**src/verilog/spc_pkg.sv**
```systemverilog
// constants and types for the serial port core
package spc_pkg;

	// ------------------------------------------------------------
	// register byte addresses
	// ------------------------------------------------------------
	localparam logic [31:0] ADDR_STATUS = 32'h0000_0000;
	localparam logic [31:0] ADDR_CONTROL = 32'h0000_0004;
	localparam logic [31:0] ADDR_DATA = 32'h0000_0008;
	localparam logic [31:0] ADDR_FLAG = 32'h0000_000c;

	// ------------------------------------------------------------
	// field positions
	// ------------------------------------------------------------
	localparam int ST_SAMPLE = 7;
	localparam int ST_EDGE = 6;
	localparam int ST_STOP = 4;
	localparam int ST_FULL = 0;
	localparam int CT_WRITE_COLLISION = 7;
	localparam int CT_OVF = 6;
	localparam int CT_EN = 5;
	localparam int CT_POL = 4;
	localparam int FL_PIF = 0;

	// ------------------------------------------------------------
	// modes and timing
	// ------------------------------------------------------------
	typedef enum logic [3:0] {
		MODE_MASTER_DIV4 = 4'h0,
		MODE_MASTER_DIV16 = 4'h1,
		MODE_MASTER_DIV64 = 4'h2,
		MODE_MASTER_TIMER = 4'h3,
		MODE_SLAVE_SEL = 4'h4,
		MODE_SLAVE_FREE = 4'h5
	} spc_mode_e;

	localparam logic [5:0] HALF_DIV4 = 6'h02;
	localparam logic [5:0] HALF_DIV16 = 6'h08;
	localparam logic [5:0] HALF_DIV64 = 6'h20;
	localparam logic [4:0] LAST_HALF = 5'h10;
	localparam logic [4:0] SCK_TOGGLES = 5'h10;
	localparam logic [3:0] LAST_BIT = 4'h7;
	localparam logic [1:0] RESP_OKAY = 2'h0;
	localparam logic [1:0] RESP_SLVERR = 2'h2;

	// ------------------------------------------------------------
	// whole state of the core
	// ------------------------------------------------------------
	typedef struct packed {
		logic [7:0] data_buffer;
		logic [7:0] shift_register;
		logic serial_out_pin;
		logic sdo_oe;
		logic sck;
		logic sck_oe;
		logic sck_prev;
		logic sample;
		logic active;
		logic pins_taken;
		logic [4:0] half_cnt;
		logic [5:0] div_cnt;
		logic [3:0] bit_cnt;
		logic sample_phase;
		logic clock_edge;
		logic stop;
		logic buffer_full;
		logic write_collision;
		logic receive_overflow;
		logic port_enable;
		logic clock_polarity;
		logic [3:0] mode_field;
		logic port_interrupt_flag;
		logic aw_got;
		logic [31:0] aw_addr;
		logic w_got;
		logic [31:0] w_data;
		logic [3:0] w_strb;
		logic awready;
		logic wready;
		logic bvalid;
		logic [1:0] bresp;
		logic arready;
		logic rvalid;
		logic [31:0] rdata;
		logic [1:0] rresp;
	} spc_state_s;

endpackage

```
**src/verilog/spc_top.sv**
```systemverilog
// byte-wide spi serial port core with axi4-lite register access
//
// How it works
// - every transfer moves 8 bits out and 8 bits in together
// - bytes are shifted most significant bit first
// - full byte goes to data buffer, sets buffer_full and interrupt flag
// - data buffer write loads buffer and shift register at once
// - data write during shifting is dropped, sets sticky write_collision
// - slave byte arriving on unread buffer sets receive_overflow, old byte kept
// - master mode never sets receive_overflow
// - master transfers start only on a data buffer write
// - buffer_full set on reception, cleared by reading the data buffer
// - master sample_phase: 1 samples at end, 0 at middle of bit
// - clock edge bit 1 shifts on active-to-idle, 0 on idle-to-active
// - clock_polarity gives the idle serial clock level
// - modes 0 to 3 select master at clock/4, /16, /64, timer_two/2
// - mode 4 slave with select gating, mode 5 slave without
// - port_enable hands the pins to the port, else general purpose
// - stop bit clears whenever port_enable is clear
// - status low six bits read only, top two read and write
// - shift register reachable only through the data buffer
// - select high in mode 4 floats serial out and zeroes bit count
`timescale 1ns/10ps

module spc_top
	import spc_pkg::*;
(
	// clock and reset
	input wire logic CLOCK,
	input wire logic RST_N,
	// axi4-lite write
	input wire logic [31:0] AWADDR,
	input wire logic AWVALID,
	output logic AWREADY,
	input wire logic [31:0] WDATA,
	input wire logic [3:0] WSTRB,
	input wire logic WVALID,
	output logic WREADY,
	output logic [1:0] BRESP,
	output logic BVALID,
	input wire logic BREADY,
	// axi4-lite read
	input wire logic [31:0] ARADDR,
	input wire logic ARVALID,
	output logic ARREADY,
	output logic [31:0] RDATA,
	output logic [1:0] RRESP,
	output logic RVALID,
	input wire logic RREADY,
	// serial pins
	input wire logic SCK_I,
	output logic SCK_O,
	output logic SCK_OE,
	input wire logic SDI_I,
	output logic SDO_O,
	output logic SDO_OE,
	input wire logic SS_N_I,
	// rate source and status
	input wire logic TIMER_TWO_TICK,
	output logic PINS_TAKEN,
	output logic PORT_INTERRUPT_FLAG
);

	// ------------------------------------------------------------
	// helpers
	// ------------------------------------------------------------
	function automatic logic is_master(input logic [3:0] m);
		is_master = (m == MODE_MASTER_DIV4) || (m == MODE_MASTER_DIV16) ||
			(m == MODE_MASTER_DIV64) || (m == MODE_MASTER_TIMER);
	endfunction

	function automatic logic is_slave(input logic [3:0] m);
		is_slave = (m == MODE_SLAVE_SEL) || (m == MODE_SLAVE_FREE);
	endfunction

	// received byte lands in the buffer, or is lost on overflow
	function automatic spc_state_s finish_byte(input spc_state_s st, input logic [7:0] b);
		finish_byte = st;
		if (st.buffer_full && is_slave(st.mode_field)) begin
			finish_byte.receive_overflow = 1'b1;
		end else begin
			finish_byte.data_buffer = b;
			finish_byte.buffer_full = 1'b1;
			finish_byte.port_interrupt_flag = 1'b1;
		end
	endfunction

	function automatic logic [7:0] status_byte(input spc_state_s st);
		status_byte = 8'h00;
		status_byte[ST_SAMPLE] = st.sample_phase;
		status_byte[ST_EDGE] = st.clock_edge;
		status_byte[ST_STOP] = st.stop;
		status_byte[ST_FULL] = st.buffer_full;
	endfunction

	function automatic logic [7:0] control_byte(input spc_state_s st);
		control_byte = {st.write_collision, st.receive_overflow, st.port_enable,
			st.clock_polarity, st.mode_field};
	endfunction

	// ------------------------------------------------------------
	// state
	// ------------------------------------------------------------
	spc_state_s s_q;
	spc_state_s s_d;
	logic wr_fire;
	logic busy;
	logic master;
	logic ss_gate;
	logic half_tick;
	logic lead_edge;
	logic trail_edge;
	logic [4:0] hc;
	logic [4:0] rel;
	logic [7:0] shifted;
	logic in_bit;

	always_comb begin
		s_d = s_q;
		wr_fire = 1'b0;
		half_tick = 1'b0;
		hc = s_q.half_cnt;
		rel = s_q.half_cnt;
		shifted = s_q.shift_register;
		in_bit = SDI_I;
		master = s_q.port_enable && is_master(s_q.mode_field);
		ss_gate = (s_q.mode_field == MODE_SLAVE_SEL) && SS_N_I;
		busy = master ? s_q.active : (s_q.bit_cnt != 4'h0);
		lead_edge = (s_q.sck_prev == s_q.clock_polarity) && (SCK_I != s_q.clock_polarity);
		trail_edge = (s_q.sck_prev != s_q.clock_polarity) && (SCK_I == s_q.clock_polarity);

		// ------------------------------------------------------------
		// register write path
		// ------------------------------------------------------------
		if (AWVALID && s_q.awready) begin
			s_d.aw_got = 1'b1;
			s_d.aw_addr = AWADDR;
		end
		if (WVALID && s_q.wready) begin
			s_d.w_got = 1'b1;
			s_d.w_data = WDATA;
			s_d.w_strb = WSTRB;
		end
		if (s_q.bvalid && BREADY) begin
			s_d.bvalid = 1'b0;
		end
		wr_fire = s_d.aw_got && s_d.w_got && !s_q.bvalid;
		if (wr_fire) begin
			s_d.aw_got = 1'b0;
			s_d.w_got = 1'b0;
			s_d.bvalid = 1'b1;
			s_d.bresp = RESP_OKAY;
			case (s_d.aw_addr)
				ADDR_STATUS: begin
					if (s_d.w_strb[0]) begin
						s_d.sample_phase = s_d.w_data[ST_SAMPLE];
						s_d.clock_edge = s_d.w_data[ST_EDGE];
					end
				end
				ADDR_CONTROL: begin
					if (s_d.w_strb[0]) begin
						s_d.write_collision = s_d.w_data[CT_WRITE_COLLISION];
						s_d.receive_overflow = s_d.w_data[CT_OVF];
						s_d.port_enable = s_d.w_data[CT_EN];
						s_d.clock_polarity = s_d.w_data[CT_POL];
						s_d.mode_field = s_d.w_data[3:0];
					end
				end
				ADDR_DATA: begin
					if (s_d.w_strb[0]) begin
						if (busy) begin
							s_d.write_collision = 1'b1;
						end else begin
							s_d.data_buffer = s_d.w_data[7:0];
							s_d.shift_register = s_d.w_data[7:0];
							s_d.serial_out_pin = s_d.w_data[7];
							if (master) begin
								s_d.active = 1'b1;
								s_d.half_cnt = 5'h00;
								s_d.div_cnt = 6'h00;
							end
						end
					end
				end
				ADDR_FLAG: begin
					if (s_d.w_strb[0] && s_d.w_data[FL_PIF]) begin
						s_d.port_interrupt_flag = 1'b0;
					end
				end
				default: begin
					s_d.bresp = RESP_SLVERR;
				end
			endcase
		end
		s_d.awready = !s_d.aw_got && !s_d.bvalid;
		s_d.wready = !s_d.w_got && !s_d.bvalid;

		// ------------------------------------------------------------
		// register read path
		// ------------------------------------------------------------
		if (s_q.rvalid && RREADY) begin
			s_d.rvalid = 1'b0;
		end
		if (ARVALID && s_q.arready) begin
			s_d.rvalid = 1'b1;
			s_d.rresp = RESP_OKAY;
			case (ARADDR)
				ADDR_STATUS: s_d.rdata = {24'h000000, status_byte(s_q)};
				ADDR_CONTROL: s_d.rdata = {24'h000000, control_byte(s_q)};
				ADDR_DATA: begin
					s_d.rdata = {24'h000000, s_q.data_buffer};
					s_d.buffer_full = 1'b0;
				end
				ADDR_FLAG: s_d.rdata = {31'h00000000, s_q.port_interrupt_flag};
				default: begin
					s_d.rdata = 32'h0000_0000;
					s_d.rresp = RESP_SLVERR;
				end
			endcase
		end
		s_d.arready = !s_d.rvalid;

		// ------------------------------------------------------------
		// master engine
		// ------------------------------------------------------------
		// bit rate sources
		case (s_q.mode_field)
			MODE_MASTER_DIV4: half_tick = (s_q.div_cnt + 6'h01) == HALF_DIV4;
			MODE_MASTER_DIV16: half_tick = (s_q.div_cnt + 6'h01) == HALF_DIV16;
			MODE_MASTER_DIV64: half_tick = (s_q.div_cnt + 6'h01) == HALF_DIV64;
			MODE_MASTER_TIMER: half_tick = TIMER_TWO_TICK;
			default: half_tick = 1'b0;
		endcase
		if (master && s_q.active) begin
			s_d.div_cnt = half_tick ? 6'h00 : s_q.div_cnt + 6'h01;
			if (half_tick) begin
				hc = s_q.half_cnt + 5'h01;
				s_d.half_cnt = hc;
				// edge 0 adds a lead half
				rel = s_q.clock_edge ? hc : hc - 5'h01;
				if (hc <= SCK_TOGGLES) begin
					s_d.sck = !s_q.sck;
				end
				if (rel[0]) begin
					s_d.sample = SDI_I;
				end else if (rel != 5'h00) begin
					in_bit = s_q.sample_phase ? SDI_I : s_q.sample;
					shifted = {s_d.shift_register[6:0], in_bit};
					s_d.shift_register = shifted;
					s_d.serial_out_pin = shifted[7];
					s_d.bit_cnt = s_q.bit_cnt + 4'h1;
					if (rel == LAST_HALF) begin
						s_d = finish_byte(s_d, shifted);
						s_d.active = 1'b0;
						s_d.bit_cnt = 4'h0;
					end
				end
			end
		end else if (master) begin
			s_d.sck = s_q.clock_polarity;
		end

		// ------------------------------------------------------------
		// slave engine, clock pin sampled on the system clock
		// ------------------------------------------------------------
		s_d.sck_prev = SCK_I;
		if (s_q.port_enable && is_slave(s_q.mode_field)) begin
			if (ss_gate) begin
				s_d.bit_cnt = 4'h0;
			end else begin
				if (s_q.clock_edge ? trail_edge : lead_edge) begin
					s_d.serial_out_pin = s_d.shift_register[7];
				end
				if (s_q.clock_edge ? lead_edge : trail_edge) begin
					shifted = {s_d.shift_register[6:0], SDI_I};
					s_d.shift_register = shifted;
					s_d.bit_cnt = s_q.bit_cnt + 4'h1;
					if (s_q.bit_cnt == LAST_BIT) begin
						s_d = finish_byte(s_d, shifted);
						s_d.bit_cnt = 4'h0;
					end
				end
			end
		end

		// ------------------------------------------------------------
		// enable and pin ownership
		// ------------------------------------------------------------
		if (!s_d.port_enable) begin
			s_d.stop = 1'b0;
			s_d.active = 1'b0;
			s_d.bit_cnt = 4'h0;
			s_d.half_cnt = 5'h00;
			s_d.div_cnt = 6'h00;
		end
		// idle level, no stray edge on enable
		if (!s_d.active) begin
			s_d.sck = s_d.clock_polarity;
		end
		s_d.pins_taken = s_d.port_enable;
		s_d.sck_oe = s_d.port_enable && is_master(s_d.mode_field);
		s_d.sdo_oe = s_d.port_enable && (is_master(s_d.mode_field) ||
			(s_d.mode_field == MODE_SLAVE_FREE) ||
			((s_d.mode_field == MODE_SLAVE_SEL) && !SS_N_I));
	end

	// ------------------------------------------------------------
	// registers
	// ------------------------------------------------------------
	always_ff @(posedge CLOCK or negedge RST_N) begin
		if (!RST_N) begin
			s_q <= '0;
		end else begin
			s_q <= s_d;
		end
	end

	// ------------------------------------------------------------
	// outputs, all from the state flops
	// ------------------------------------------------------------
	assign AWREADY = s_q.awready;
	assign WREADY = s_q.wready;
	assign BVALID = s_q.bvalid;
	assign BRESP = s_q.bresp;
	assign ARREADY = s_q.arready;
	assign RVALID = s_q.rvalid;
	assign RDATA = s_q.rdata;
	assign RRESP = s_q.rresp;
	assign SCK_O = s_q.sck;
	assign SCK_OE = s_q.sck_oe;
	assign SDO_O = s_q.serial_out_pin;
	assign SDO_OE = s_q.sdo_oe;
	assign PINS_TAKEN = s_q.pins_taken;
	assign PORT_INTERRUPT_FLAG = s_q.port_interrupt_flag;

endmodule

```
**config.mk**
```make
export PLATFORM = sky130hd
export DESIGN_NAME = spc_top
export DESIGN_NICKNAME = d
export VERILOG_FILES = /design/src/verilog/spc_pkg.sv /design/src/verilog/spc_top.sv
export SDC_FILE = /design/constraint.sdc
export NUM_CORES = 1
export LEC_CHECK = 0
export BUFFER_PORTS_ARGS = -buffer_cell sky130_fd_sc_hd__buf_2
export CORE_ASPECT_RATIO = 1.4
export CORE_MARGIN = 4
export CORE_UTILIZATION = 54
export CTS_CLUSTER_SIZE = 20
export DETAILED_ROUTE_END_ITERATION = 10
export PLACE_DENSITY = 0.8
export SETUP_SLACK_MARGIN = 0.3
export SLEW_MARGIN = 25
export SYNTH_ARGS = -nofsm -noshare
export SYNTH_HDL_FRONTEND = slang
export SYNTH_SLANG_ARGS = --single-unit
```
**constraint.sdc**
```tcl
create_clock -name CLOCK -period 3 [get_ports CLOCK]
set_input_delay 0.6 -clock CLOCK [delete_from_list [all_inputs] [get_ports CLOCK]]
set_output_delay 0.6 -clock CLOCK [all_outputs]
set_load 0.005 [all_outputs]
```
==> results.md <==
* Clock Pin Slew Worst Setup and Hold Paths at 0.07 ns
* Number of synthesized flops with an enable pin at 0
* Final worst slack at 0.2518 ns
* Sequential area share after synthesis at 43.93%
* Synth unique cells at 73
* YS warnings at 0
* Ys async rst share at 100.0%
* RSZ-0062 raised after global routing: true
* Gr ovfl total at 0
* Hold Buf Count CTS at 0
* NumNets Final at 830
* Worst-path fanout max at 7
* Worst slew margin at 49.36%
* Total global-route track usage at 24.23%
* CP Class: reg2reg
* Pwr/cell area at 590.0 mW/mm^2
* Crit-path max cell delay at 0.41 ns
* Cell count after synthesis at 582
* Clock latency reported for the late side of the worst-skew pair at 0.35 ns
* Final setup violating endpoints at 0
* Hold slack at 0.3150 ns
* Worst VDD drop at 0.0003125 V
* Total negative setup slack at 0 ns
* IO Port Bufs at 104
* Starting DRC count in detailed routing at 415
* Routed WL at 17.14 mm
* Die area at 0.01330 mm^2
* Layout area overhead at 23.31%
* Vias at 5208
* Number of iterations in the first detailed-routing pass at 5
* CTS H-tree depth at 3
* Final period utilization at 91.61%
* Layout Cells excl Fill at 864
* Synth Flop Type: dfrtp_1
* First-pass GRT wire length at 25.98 mm
* Max-cap viol count at 0
* Largest net degree at the start of global routing at 61
* Die height at 134.9 um
* Initial antenna violation count at 0
* Antenna-violating nets left at 0
* Hold Vio Cnt, Final at 0
* Clock sink count at 109
* N_diodes at 0
* Fmax at 0.3639 GHz
* Status: finished clean
* Initial core utilization at 55.05%
* Placed cells at 826
* CTS tree: yes
* Critical path's slowest cell: dfrtp_1
* Core box area at 0.01128 mm^2
* Die width at 98.63 um
* Dpl ws at -0.1460 ns
* Vias per Instance at 6.028
* Worst path arrival time at 2.98 ns
* RePlAce Congestion at 0.9977
* Worst Setup Start Kind: register
* Critical path required time at 3.24 ns
* Share of cells above drive strength 1 at 39.03%
* Clock root buffer: clkbuf_16
* FF+latch count, synth at 109
* DRC Markers at 0
* Vias in the first global route at 5407
* Max clock buf depth at 2
* Avg Inst Size Synth at 10.67 um^2
* WL/cell at 19.83 um
* DP HPWL at 11.99 mm
* Static Leak at 3.609 nW
* Pins Over Slew Limit at 0
* CP Capture Type: register
* Class of the worst hold path: in2async
* # IOs at 158
* Worst-path cell chain: buf_6 -> nand3_2 -> xnor2_4 -> or2_1 -> a211oi_2 -> o221a_4 -> buf_4 -> mux2i_1 -> mux2i_2 -> mux2_4
* Row Count at 46
* Total Power at 4.518 mW
* Slew @ Worst Pin at 0.7596 ns
* Minimum clock period at 2.748 ns
* Synth Cell Area at 0.006210 mm^2
* Clock Skews at 0.004896 ns
* Num CTS Buffers at 9
per-layer routing:
| metal | GRT usage, % | vias up | routed length (um) |
|---|---|---|---|
| met5 | 0 | - | 0 |
| met4 | 13.74 | 0 | 940 |
| met1 | 26.07 | 2559 | 5987 |
| met2 | 44.17 | 208 | 9236 |
| li1 | - | 2367 | - |
| met3 | 4.393 | 74 | 970 |
per-stage QoR:
stage / cell area [um^2] / utilization [%]
3_3_place_gp: 6817 / 60.43
2_1_floorplan: 6309 / -
4_1_cts: 7336 / 65.03
5_1_grt: 7657 / 67.88
3_5_place_dp: 6817 / 60.43
6_report: 7657 / 67.88
state kept, by name, indices dropped and copies added, names as in the netlist:
name / count
SCK_OE: 1
ARREADY: 1
RVALID: 1
PORT_INTERRUPT_FLAG: 1
s_q: 89
SDO_OE: 1
SCK_O: 1
AWREADY: 1
BRESP: 1
RDATA: 8
WREADY: 1
BVALID: 1
SDO_O: 1
RRESP: 1
where the power goes:
part / leakage (nW) / switching, mW / internal (mW)
registers: 1.39 / 0.176 / 1.79
clock network: 0.186 / 0.541 / 0.949
logic: 2.03 / 0.549 / 0.513
total: 3.61 / 1.27 / 3.25
critical path, delay by kind of cell, from the launching register on:
family / cells / cell delay (ns)
multiplexers: 3 / 0.72
XOR/XNOR: 1 / 0.19
flip-flops: 1 / 0.41
AND/OR/NAND/NOR: 2 / 0.39
buffers and inverters: 2 / 0.34
AO/OA/AOI/OAI: 2 / 0.59
logic make-up after synthesis:
| family | Yosys count | synth area share, % |
|---|---|---|
| AND/OR/NAND/NOR | 175 | 15.60 |
| flip-flops | 109 | 43.93 |
| adder cells (fa/ha/maj) | 4 | 0.8060 |
| AO/OA/AOI/OAI | 109 | 12.67 |
| multiplexers | 100 | 17.69 |
| other | 1 | 0.06039 |
| buffers and inverters | 73 | 7.576 |
| XOR/XNOR | 11 | 1.672 |
synthesized netlist by cell type (3+ instances only):
master    instances  share of area (%)
nor3_1            9               0.73
o21a_1            3               0.36
a21oi_1          14                1.1
buf_4            38                4.6
nand4_1           5               0.50
and2_1            5               0.50
inv_1            18                1.1
a31oi_1           4               0.40
o21ai_0          27                2.2
o211ai_1          3               0.36
ha_1              4               0.81
nand3_1          17                1.4
nand2_1          32                1.9
nor4bb_1          3               0.48
mux2i_1          36                5.8
nor2b_1           8               0.81
xor2_1            6               0.85
o211a_1           3               0.48
xnor2_1           4               0.56
clkbuf_1          4               0.24
o22ai_1           8               0.81
nor3b_1           5               0.60
nand3b_1          3               0.36
nor2_1           32                1.9
a22oi_1           4               0.48
buf_2             5               0.40
mux2_2           59                 11
a21boi_0          4               0.48
buf_1             4               0.24
dfrtp_1         109                 44
and3_1            9               0.91
a211oi_1          5               0.60
nor4_1           23                2.3
a22o_1           15                2.1
nand2b_1          6               0.60
cell usage in the layout (no fill, tap or decap), types with 9 or more instances in the layout:
cell       Yosys  routed
a22o_1        15      15
nor4_1        23      22
inv_1         18      18
buf_2          5     103
clkbuf_16      0       9
buf_4         38      46
conb_1         1      26
a21oi_1       14      14
and3_1         9       9
o21ai_0       27      23
mux2i_1       36      26
nor2_1        32      29
nand2_1       32      32
nand3_1       17      15
mux2_2        59      58
dfrtp_1      109     101
layout make-up:
| type | count | area [um^2] |
|---|---|---|
| well taps | 144 | 180.2 |
| clock buffers | 11 | 252.7 |
| repair buffers | 151 | 892.1 |
| inverters | 18 | 67.56 |
| multi-input cells | 426 | 3398 |
| clock inverters | 5 | 128.9 |
| flip-flops and latches | 109 | 2738 |
| fillers | 851 | 3623 |
path summary, 6_finish.rpt:
path	cells after the start	from	slack, ns	end
worst max-delay path	10	s_q[134]	0.25	s_q[154]
worst min register to register	1	s_q[110]	0.44	AWREADY
max in group asynchronous	2	RST_N	1.92	s_q[129]
worst max register to register	10	s_q[134]	0.25	s_q[154]
min in group CLOCK	1	SCK_I	0.38	s_q[142]
worst min-delay path	1	RST_N	0.32	s_q[108]
what timing repair did:
item,in CTS,in global routing
setup buffers,7,14
gates resized for setup,17,44
pin swaps,9,11
endpoints found under the setup margin,22,30
cloned,1,0
(Power assumes the default switching activity.)
